**src/rtl/ccs_pkg.sv**
```systemverilog
package ccs_pkg;

  // ----------------------------------------------------------------
  // Widths and field positions
  // ----------------------------------------------------------------
  localparam int unsigned REG_W       = 8;
  localparam int unsigned PARAM_W     = 16;
  localparam int unsigned SUFFIX_W    = 4;
  localparam int unsigned UNIT_W      = 3;
  localparam int unsigned KEY_W       = 8;
  localparam int unsigned SLOT_W      = 4;
  localparam int unsigned ERRCNT_W    = 5;

  // Standard event register bit positions
  localparam int unsigned EVB_OPDONE  = 0;
  localparam int unsigned EVB_EXEERR  = 4;

  // Status summary byte bit positions
  localparam int unsigned SBB_ERRQ    = 2;
  localparam int unsigned SBB_QUES    = 3;
  localparam int unsigned SBB_EVSUM   = 5;
  localparam int unsigned SBB_RQS     = 6;
  localparam int unsigned SBB_OPER    = 7;

  // Reset values and fixed figures
  localparam logic [REG_W-1:0]    ENABLE_RST   = 8'h00;
  localparam logic [PARAM_W-1:0]  REG_MAX      = 16'h00FF;
  localparam logic [PARAM_W-1:0]  SLOT_MAX     = 16'h0009;
  localparam logic [SUFFIX_W-1:0] SUFFIX_DEF   = 4'h1;
  localparam logic [UNIT_W-1:0]   UNIT_DEFAULT = 3'h0;
  localparam logic [PARAM_W-1:0]  OPC_REPLY    = 16'h0001;

  // ----------------------------------------------------------------
  // Commands, replies, states
  // ----------------------------------------------------------------
  typedef enum logic [4:0] {
    OP_NONE, OP_CLEAR_STATUS, OP_EVT_ENABLE, OP_EVT_READ, OP_IDENT,
    OP_IND_STATUS, OP_OP_COMPLETE, OP_PPOLL_ENABLE, OP_RECALL,
    OP_RESET, OP_PRESET, OP_SAVE, OP_SRQ_ENABLE, OP_SUMMARY,
    OP_BUS_TRIG, OP_SELF_TEST, OP_WAIT, OP_SUBSYS
  } ccs_op_t;

  typedef enum logic [2:0] {
    RSP_NUMBER, RSP_IDENT
  } ccs_rsp_kind_t;

  typedef enum {
    ST_IDLE, ST_WAIT_DONE, ST_TEST
  } ccs_state_t;

  typedef struct packed {
    ccs_op_t               op;
    logic                  query;
    logic                  long_form;
    logic                  opt_omitted;
    logic [KEY_W-1:0]      keyword;
    logic                  suffix_given;
    logic [SUFFIX_W-1:0]   suffix;
    logic                  unit_given;
    logic [UNIT_W-1:0]     unit;
    logic [PARAM_W-1:0]    param;
  } ccs_cmd_t;

  typedef struct packed {
    logic                  valid;
    ccs_rsp_kind_t         kind;
    logic [PARAM_W-1:0]    value;
  } ccs_rsp_t;

  typedef struct packed {
    logic                  valid;
    logic                  query;
    logic [KEY_W-1:0]      keyword;
    logic [SUFFIX_W-1:0]   suffix;
    logic [UNIT_W-1:0]     unit;
    logic [PARAM_W-1:0]    value;
  } ccs_sub_t;

endpackage : ccs_pkg

```
**src/rtl/ccs_unit.sv**
```systemverilog
// Function
// - Clear status zeroes events and error queue
// - Clear status keeps the three enables
// - Event enable loads 0..255, resets 0
// - Event read returns register, then clears
// - Individual status query returns poll bit
// - Operation complete sets bit 0 when idle
// - Completion query waits, always answers 1
// - Wait blocks later commands until done
// - Poll enable loads 0..255, resets 0
// - Save stores state in slot 0..9
// - Recall restores state from slot 0..9
// - Reset restores defaults, same as preset
// - Request enable loads 0..255, resets 0
// - Summary query returns status byte
// - Bus trigger only when waiting and bus
// - Self test reports code, 0 passes
// - Missing suffix means suffix 1
// - Long, short, optional-omitted headers accepted
// - Unitless number takes default unit
// - Identification returns id with firmware
`timescale 1ns/1ps

module ccs_unit #(
  parameter int unsigned               SLOTS      = 10,
  parameter int unsigned               SET_W      = 16,
  parameter int unsigned               ERRQ_DEPTH = 16,
  // Arbitrary identification and firmware values
  parameter logic [15:0]               IDENT_CODE = 16'h0A5C,
  parameter logic [15:0]               FW_VERSION = 16'h0200
) (
  input  wire logic                    core_clk,
  input  wire logic                    rst_n,
  input  wire ccs_pkg::ccs_cmd_t       cmd,
  input  wire logic                    cmd_valid,
  output logic                         cmd_ready,
  output ccs_pkg::ccs_rsp_t            rsp,
  output ccs_pkg::ccs_sub_t            sub,
  input  wire logic [7:0]              event_set,
  input  wire logic                    err_push,
  input  wire logic                    ques_summary,
  input  wire logic                    oper_summary,
  input  wire logic                    ops_pending,
  input  wire logic                    trig_waiting,
  input  wire logic                    trig_src_bus,
  input  wire logic [SET_W-1:0]        settings_now,
  input  wire logic                    test_done,
  input  wire logic [15:0]             test_code,
  output logic                         status_clear,
  output logic                         preset_pulse,
  output logic                         meas_start,
  output logic                         test_start,
  output logic                         recall_valid,
  output logic [SET_W-1:0]             recall_data,
  output logic                         individual_status_flag,
  output logic                         service_request
);
  import ccs_pkg::*;

  // ----------------------------------------------------------------
  // Parameter checks
  // ----------------------------------------------------------------
  if (SLOTS < 10 || SLOTS > 16) begin : g_bad_slots
    $error("SLOTS must lie between 10 and 16");
  end
  if (ERRQ_DEPTH < 1 || ERRQ_DEPTH > 31) begin : g_bad_depth
    $error("ERRQ_DEPTH must lie between 1 and 31");
  end

  // ----------------------------------------------------------------
  // Helpers
  // ----------------------------------------------------------------
  // Parameter fits an 8-bit enable register
  function automatic logic fits_byte(input logic [PARAM_W-1:0] v);
    fits_byte = (v <= REG_MAX);
  endfunction : fits_byte

  // Parameter names an existing storage slot
  function automatic logic fits_slot(input logic [PARAM_W-1:0] v);
    fits_slot = (v <= SLOT_MAX);
  endfunction : fits_slot

  // Widen a byte into a reply value
  function automatic logic [PARAM_W-1:0] widen(input logic [7:0] v);
    widen = {8'h00, v};
  endfunction : widen

  // ----------------------------------------------------------------
  // State
  // ----------------------------------------------------------------
  localparam int unsigned SAVE_W = SET_W + 3 * REG_W;

  ccs_state_t              state_reg, state_next;
  ccs_op_t                 wait_op_reg, wait_op_next;
  logic [REG_W-1:0]        evt_enable_reg, evt_enable_next;
  logic [REG_W-1:0]        std_event_reg, std_event_next;
  logic [REG_W-1:0]        ppoll_enable_reg, ppoll_enable_next;
  logic [REG_W-1:0]        srq_enable_reg, srq_enable_next;
  logic [ERRCNT_W-1:0]     err_count_reg, err_count_next;
  logic [SAVE_W-1:0]       slot_mem [SLOTS];
  logic                    save_we;
  logic [SLOT_W-1:0]       save_idx;
  logic [SAVE_W-1:0]       recalled;
  logic                    ready_next;
  ccs_rsp_t                rsp_next;
  ccs_sub_t                sub_next;
  logic                    clear_next, preset_next, meas_next;
  logic                    test_next, recall_next;
  logic [SET_W-1:0]        recall_data_next;
  logic [REG_W-1:0]        summary;
  logic                    evt_summary, accept;

  // ----------------------------------------------------------------
  // Status summary byte
  // ----------------------------------------------------------------
  // Service bit follows masked summary; it never masks itself
  always_comb begin
    summary = '0;
    evt_summary = |(std_event_reg & evt_enable_reg);
    summary[SBB_ERRQ] = (err_count_reg != '0);
    summary[SBB_QUES] = ques_summary;
    summary[SBB_EVSUM] = evt_summary;
    summary[SBB_OPER] = oper_summary;
    summary[SBB_RQS] = |(summary & srq_enable_reg);
  end

  assign accept = cmd_valid && cmd_ready;
  assign recalled = slot_mem[cmd.param[SLOT_W-1:0]];

  // ----------------------------------------------------------------
  // Command execution
  // ----------------------------------------------------------------
  // Hardware event sets are applied last so they beat any clear
  always_comb begin
    state_next        = state_reg;
    wait_op_next      = wait_op_reg;
    evt_enable_next   = evt_enable_reg;
    std_event_next    = std_event_reg;
    ppoll_enable_next = ppoll_enable_reg;
    srq_enable_next   = srq_enable_reg;
    err_count_next    = err_count_reg;
    rsp_next          = '0;
    sub_next          = '0;
    clear_next        = 1'b0;
    preset_next       = 1'b0;
    meas_next         = 1'b0;
    test_next         = 1'b0;
    recall_next       = 1'b0;
    recall_data_next  = recall_data;
    save_we           = 1'b0;
    save_idx          = cmd.param[SLOT_W-1:0];
    case (state_reg)
      ST_IDLE: begin
        if (accept) begin
          case (cmd.op)
            OP_CLEAR_STATUS: begin
              std_event_next = '0;
              err_count_next = '0;
              clear_next     = 1'b1;
            end
            OP_EVT_ENABLE: begin
              if (cmd.query) begin
                rsp_next = '{1'b1, RSP_NUMBER, widen(evt_enable_reg)};
              end else if (fits_byte(cmd.param)) begin
                evt_enable_next = cmd.param[REG_W-1:0];
              end else begin
                std_event_next[EVB_EXEERR] = 1'b1;
              end
            end
            OP_EVT_READ: begin
              rsp_next = '{1'b1, RSP_NUMBER, widen(std_event_reg)};
              std_event_next = '0;
            end
            OP_IDENT: begin
              rsp_next = '{1'b1, RSP_IDENT, FW_VERSION ^ IDENT_CODE};
            end
            OP_IND_STATUS: begin
              rsp_next = '{1'b1, RSP_NUMBER,
                           widen({7'h00, individual_status_flag})};
            end
            OP_OP_COMPLETE, OP_WAIT: begin
              wait_op_next = cmd.op;
              state_next   = ST_WAIT_DONE;
            end
            OP_PPOLL_ENABLE: begin
              if (cmd.query) begin
                rsp_next = '{1'b1, RSP_NUMBER, widen(ppoll_enable_reg)};
              end else if (fits_byte(cmd.param)) begin
                ppoll_enable_next = cmd.param[REG_W-1:0];
              end else begin
                std_event_next[EVB_EXEERR] = 1'b1;
              end
            end
            OP_SAVE: begin
              if (fits_slot(cmd.param)) begin
                save_we = 1'b1;
              end else begin
                std_event_next[EVB_EXEERR] = 1'b1;
              end
            end
            OP_RECALL: begin
              if (fits_slot(cmd.param)) begin
                evt_enable_next   = recalled[SET_W +: REG_W];
                srq_enable_next   = recalled[SET_W+REG_W +: REG_W];
                ppoll_enable_next = recalled[SET_W+2*REG_W +: REG_W];
                recall_data_next  = recalled[SET_W-1:0];
                recall_next       = 1'b1;
              end else begin
                std_event_next[EVB_EXEERR] = 1'b1;
              end
            end
            OP_RESET, OP_PRESET: begin
              evt_enable_next   = ENABLE_RST;
              ppoll_enable_next = ENABLE_RST;
              srq_enable_next   = ENABLE_RST;
              preset_next       = 1'b1;
            end
            OP_SRQ_ENABLE: begin
              if (cmd.query) begin
                rsp_next = '{1'b1, RSP_NUMBER, widen(srq_enable_reg)};
              end else if (fits_byte(cmd.param)) begin
                srq_enable_next = cmd.param[REG_W-1:0];
              end else begin
                std_event_next[EVB_EXEERR] = 1'b1;
              end
            end
            OP_SUMMARY: begin
              rsp_next = '{1'b1, RSP_NUMBER, widen(summary)};
            end
            OP_BUS_TRIG: begin
              meas_next = trig_waiting && trig_src_bus;
            end
            OP_SELF_TEST: begin
              test_next  = 1'b1;
              state_next = ST_TEST;
            end
            OP_SUBSYS: begin
              sub_next.valid   = 1'b1;
              sub_next.query   = cmd.query;
              sub_next.keyword = cmd.keyword;
              sub_next.value   = cmd.param;
              sub_next.suffix  = cmd.suffix_given ? cmd.suffix : SUFFIX_DEF;
              sub_next.unit    = cmd.unit_given ? cmd.unit : UNIT_DEFAULT;
            end
            default: begin
              std_event_next[EVB_EXEERR] = 1'b1;
            end
          endcase
        end
      end
      ST_WAIT_DONE: begin
        // completion ends the message, so nothing queues behind
        if (!ops_pending) begin
          state_next = ST_IDLE;
          if (wait_op_reg == OP_OP_COMPLETE) begin
            if (cmd.query) begin
              rsp_next = '{1'b1, RSP_NUMBER, OPC_REPLY};
            end else begin
              std_event_next[EVB_OPDONE] = 1'b1;
            end
          end
        end
      end
      ST_TEST: begin
        if (test_done) begin
          rsp_next   = '{1'b1, RSP_NUMBER, test_code};
          state_next = ST_IDLE;
        end
      end
      default: begin
        state_next = ST_IDLE;
      end
    endcase
    // Set wins over any clear in the same cycle
    std_event_next = std_event_next | event_set;
    if (err_push && (err_count_next < ERRCNT_W'(ERRQ_DEPTH))) begin
      err_count_next = err_count_next + 1'b1;
    end
    ready_next = (state_next == ST_IDLE);
  end

  // ----------------------------------------------------------------
  // Registers
  // ----------------------------------------------------------------
  // Synchronous reset; the slot memory keeps its contents
  always_ff @(posedge core_clk) begin
    if (!rst_n) begin
      state_reg              <= ST_IDLE;
      wait_op_reg            <= OP_NONE;
      evt_enable_reg         <= ENABLE_RST;
      std_event_reg          <= '0;
      ppoll_enable_reg       <= ENABLE_RST;
      srq_enable_reg         <= ENABLE_RST;
      err_count_reg          <= '0;
      cmd_ready              <= 1'b0;
      rsp                    <= '0;
      sub                    <= '0;
      status_clear           <= 1'b0;
      preset_pulse           <= 1'b0;
      meas_start             <= 1'b0;
      test_start             <= 1'b0;
      recall_valid           <= 1'b0;
      recall_data            <= '0;
      individual_status_flag <= 1'b0;
      service_request        <= 1'b0;
    end else begin
      state_reg              <= state_next;
      wait_op_reg            <= wait_op_next;
      evt_enable_reg         <= evt_enable_next;
      std_event_reg          <= std_event_next;
      ppoll_enable_reg       <= ppoll_enable_next;
      srq_enable_reg         <= srq_enable_next;
      err_count_reg          <= err_count_next;
      cmd_ready              <= ready_next;
      rsp                    <= rsp_next;
      sub                    <= sub_next;
      status_clear           <= clear_next;
      preset_pulse           <= preset_next;
      meas_start             <= meas_next;
      test_start             <= test_next;
      recall_valid           <= recall_next;
      recall_data            <= recall_data_next;
      individual_status_flag <= |(summary & ppoll_enable_reg);
      service_request        <= summary[SBB_RQS];
    end
  end

  // Slot storage; enables saved with the outside settings
  always_ff @(posedge core_clk) begin
    if (save_we) begin
      slot_mem[save_idx] <= {ppoll_enable_reg, srq_enable_reg,
                             evt_enable_reg, settings_now};
    end
  end

endmodule : ccs_unit
```
**config.mk**
```make
export PLATFORM = sky130hd
export DESIGN_NAME = ccs_unit
export DESIGN_NICKNAME = d
export VERILOG_FILES = /design/src/rtl/ccs_pkg.sv /design/src/rtl/ccs_unit.sv
export SDC_FILE = /design/constraint.sdc
export NUM_CORES = 1
export LEC_CHECK = 0
export BUFFER_PORTS_ARGS = -buffer_cell sky130_fd_sc_hd__buf_2
export CAP_MARGIN = 30
export CORE_MARGIN = 3
export CORE_UTILIZATION = 60
export CTS_CLUSTER_SIZE = 25
export DETAILED_ROUTE_END_ITERATION = 7
export PLACE_DENSITY = 0.8
export SLEW_MARGIN = 20
export SYNTH_ARGS = -nofsm -noshare
export SYNTH_HDL_FRONTEND = slang
export SYNTH_SLANG_ARGS = --single-unit
export TNS_END_PERCENT = 20
```
**constraint.sdc**
```tcl
create_clock -name core_clk -period 6.78 [get_ports core_clk]
set_input_delay 1.017 -clock core_clk [delete_from_list [all_inputs] [get_ports core_clk]]
set_output_delay 1.017 -clock core_clk [all_outputs]
set_load 0.01 [all_outputs]
```
==> summary.txt <==
Synthesis
  – Top FF cell, synth: edfxtp_1
  – Synth unique cells: 74
  – Synth top area share: 0.566
  – Sequential share of the synthesized area: 0.706
  – Number of enable flip-flop cells after synthesis: 400
  – Yosys reg bits: 549
  – Commonest cells post-synth: edfxtp_1 (400), dfxtp_1 (149), mux4_2 (72)
  – Top-count cell post-synth: edfxtp_1
  – Syn Inst Count: between 1000 and 1500
  – Top cells by area, synth: edfxtp_1 (57%), dfxtp_1 (14%), mux4_2 (7.6%), mux2i_1 (1.7%), mux2_2 (1.6%)
  – Mapped Area: 21200 um^2
  – Yosys warnings: 0
  – Mean area per synthesized cell: 16.2 um^2
  – Asr flop ratio synth: 0
  – Cell taking the most area after synthesis: edfxtp_1

Detailed routing
  – Final WL: a little over 50 mm
  – DR vias: 13000
  – DRC violations left: 0
  – DR WL/cell: 25.4 um
  – Starting DRT DRC Count: 1410
  – First-pass DRT Iterations: 8
  – Post-route ant nets: 0
  – Avg Vias per Cell: 6.53

Die
  – Initial Util: 0.612
  – Rows: 68
  – Die width: 194 um
  – Die Ht: 194 um
  – Top Ports: between 150 and 200
  – Core region area: roughly 35000 um^2
  – Die area: 37700 um^2

STA
  – Tcrit/Tclk final: 0.580
  – Worst hold margin: 0.483 ns
  – Fmax achieved: 254 MHz
  – Setup ws final: around 2.8 ns
  – Final setup fails: 0
  – Post-Route Skew: 0.0208 ns
  – Worst slew pin tran: 1.08 ns
  – Fin. max-slew vios: 0
  – Slew HR: 0.279
  – Tmin final: 3.93 ns
  – Fin Setup TNS: 0 ns
  – RSZ-0062 raised after global routing: no
  – Fin. Hold Viols: 0

Setup path
  – Worst setup SP type: primary input
  – Crit path required time: approximately 7.0 ns
  – Worst Path Arrival: 4.15 ns
  – Worst Path Max Fanout: 39
  – Worst setup EP type: flop
  – Worst Path Class, Setup: in2reg

Finish
  – N_diodes: 0
  – Cell area after layout: 24400 um^2
  – Syn-to-layout area delta: 14.7%
  – Fin util: 0.702
  – Fraction of layout cells with a size suffix above 1: 0.266
  – Post-layout net count: 1594
  – Max reg flops: 400

Placement
  – Buffers on Ports: 163
  – Placed cell areas: 22600 um^2
  – Post-DP HPWL: 29.7 mm
  – Dpl ws: 2.36 ns
  – Final Wtd Congestion: 0.908

Clock network
  – Clk slew on worst S/H paths: 0.06 ns
  – Clock tree root driver cell: clkbuf_16
  – Sink Count: 549
  – H-tree Lvls: 2
  – Post-CTS sizing: 0
  – Clock Path Buffers: 3
  – # hold bufs at CTS: 0
  – Post-CTS setup buffer count: 0
  – CTS Buf Count: 53
  – CTS tree: yes
  – Clock latency at the later pin of the worst-skew pair: 0.57 ns

Global routing
  – GR Overflow Total: 0
  – Vias in the first global route: 13300
  – Antenna violations before repair: 1
  – Largest net degree at the start of global routing: 57
  – Wire length of the first global-routing pass: 77.4 mm
  – Total GRT Usage: 0.266

Min path
  – HP Class: reg2reg

Power
  – PD cells: 274 nW/um^2
  – Maximum VDD drop: 0.000233 V
  – Pleak: 0.00934 uW

Flow run
  – Max-cap violations: 0

Status
  – Status: completed
## routing by layer
metal | GRT usage | up-vias | wire length (um)
met4 | 0.109 | 2 | 1930
li1 | - | 5550 | -
met5 | 0 | - | 7
met1 | 0.354 | 6516 | 18900
met3 | 0.0544 | 140 | 4740
met2 | 0.436 | 830 | 25200
## cell usage in the layout, fill, tap and decap left out, drive strengths merged, types with 3 or more instances in the layout
cell / instances
a22oi: 6
nand3b: 4
o21a: 6
and2: 37
a21oi: 45
dfxtp: 149
and3: 20
o21ai: 33
inv: 14
a22o: 20
a211oi: 5
nor3b: 4
o31ai: 3
nor2: 45
nand4: 25
a221oi: 17
nor3: 26
nor4: 18
mux2i: 36
nor2b: 15
nand3: 23
mux2: 31
conb: 32
o211a: 14
mux4: 72
o211ai: 35
buf: 190
edfxtp: 400
clkbuf: 71
bufinv: 5
and3b: 5
a32o: 5
nand2: 60
a2111oi: 9
a31oi: 6
clkinv: 20
o311ai: 3
## power breakdown
part	leakage [uW]	internal (uW)	switching, uW
clock network	0.000829	1670	1190
registers	0.00544	3580	9.08
logic	0.00307	82.7	147
total	0.00934	5340	1340
## layout make-up
| class | count | area [um^2] |
|---|---|---|
| Clock buffer | 70 | 1430 |
| Timing Repair Buffer | 191 | 1100 |
| Fill cell | 2238 | 10300 |
| Sequential cell | 549 | 15000 |
| Multi-Input combinational cell | 692 | 5950 |
| Tap cell | 455 | 569 |
| Clock inverter | 26 | 267 |
| Inverter | 15 | 56.3 |
## cell families after synthesis
logic type                 share of synthesized area
AOI/OAI and AO/OA                             0.0776
xor gates and xnor gates                    0.000825
adders and majority gates                   0.000589
buffers and inverters                         0.0225
DFF                                            0.706
muxes                                          0.110
other                                       0.000177
and+or+nand+nor                               0.0824
## per-stage QoR
stage,instances,total power [uW]
after floorplan,1344,3800
after global placement,1896,3880
after detailed placement,1899,3890
after CTS,1995,6700
after global routing,1998,6860
final,1998,6680
## worst max-delay path, cell delays in order
cell     delay, ns
buf_4         0.28
o21ai_0       0.37
nand4_2       0.31
nor4_2        0.44
nand4_1       0.39
nor2_4        0.84
buf_4         0.45
## worst paths after layout
| check | start | end | slack [ns] | depth (start not counted) |
|---|---|---|---|---|
| min reg2reg | recall_data[14] | recall_data[14] | 0.48 | 2 |
| max | cmd[1] | slot_mem[5][28] | 2.85 | 7 |
| max reg2reg | state_reg[0] | slot_mem[5][28] | 3.00 | 6 |
| min | recall_data[14] | recall_data[14] | 0.48 | 2 |
(Power assumes the default switching activity.)
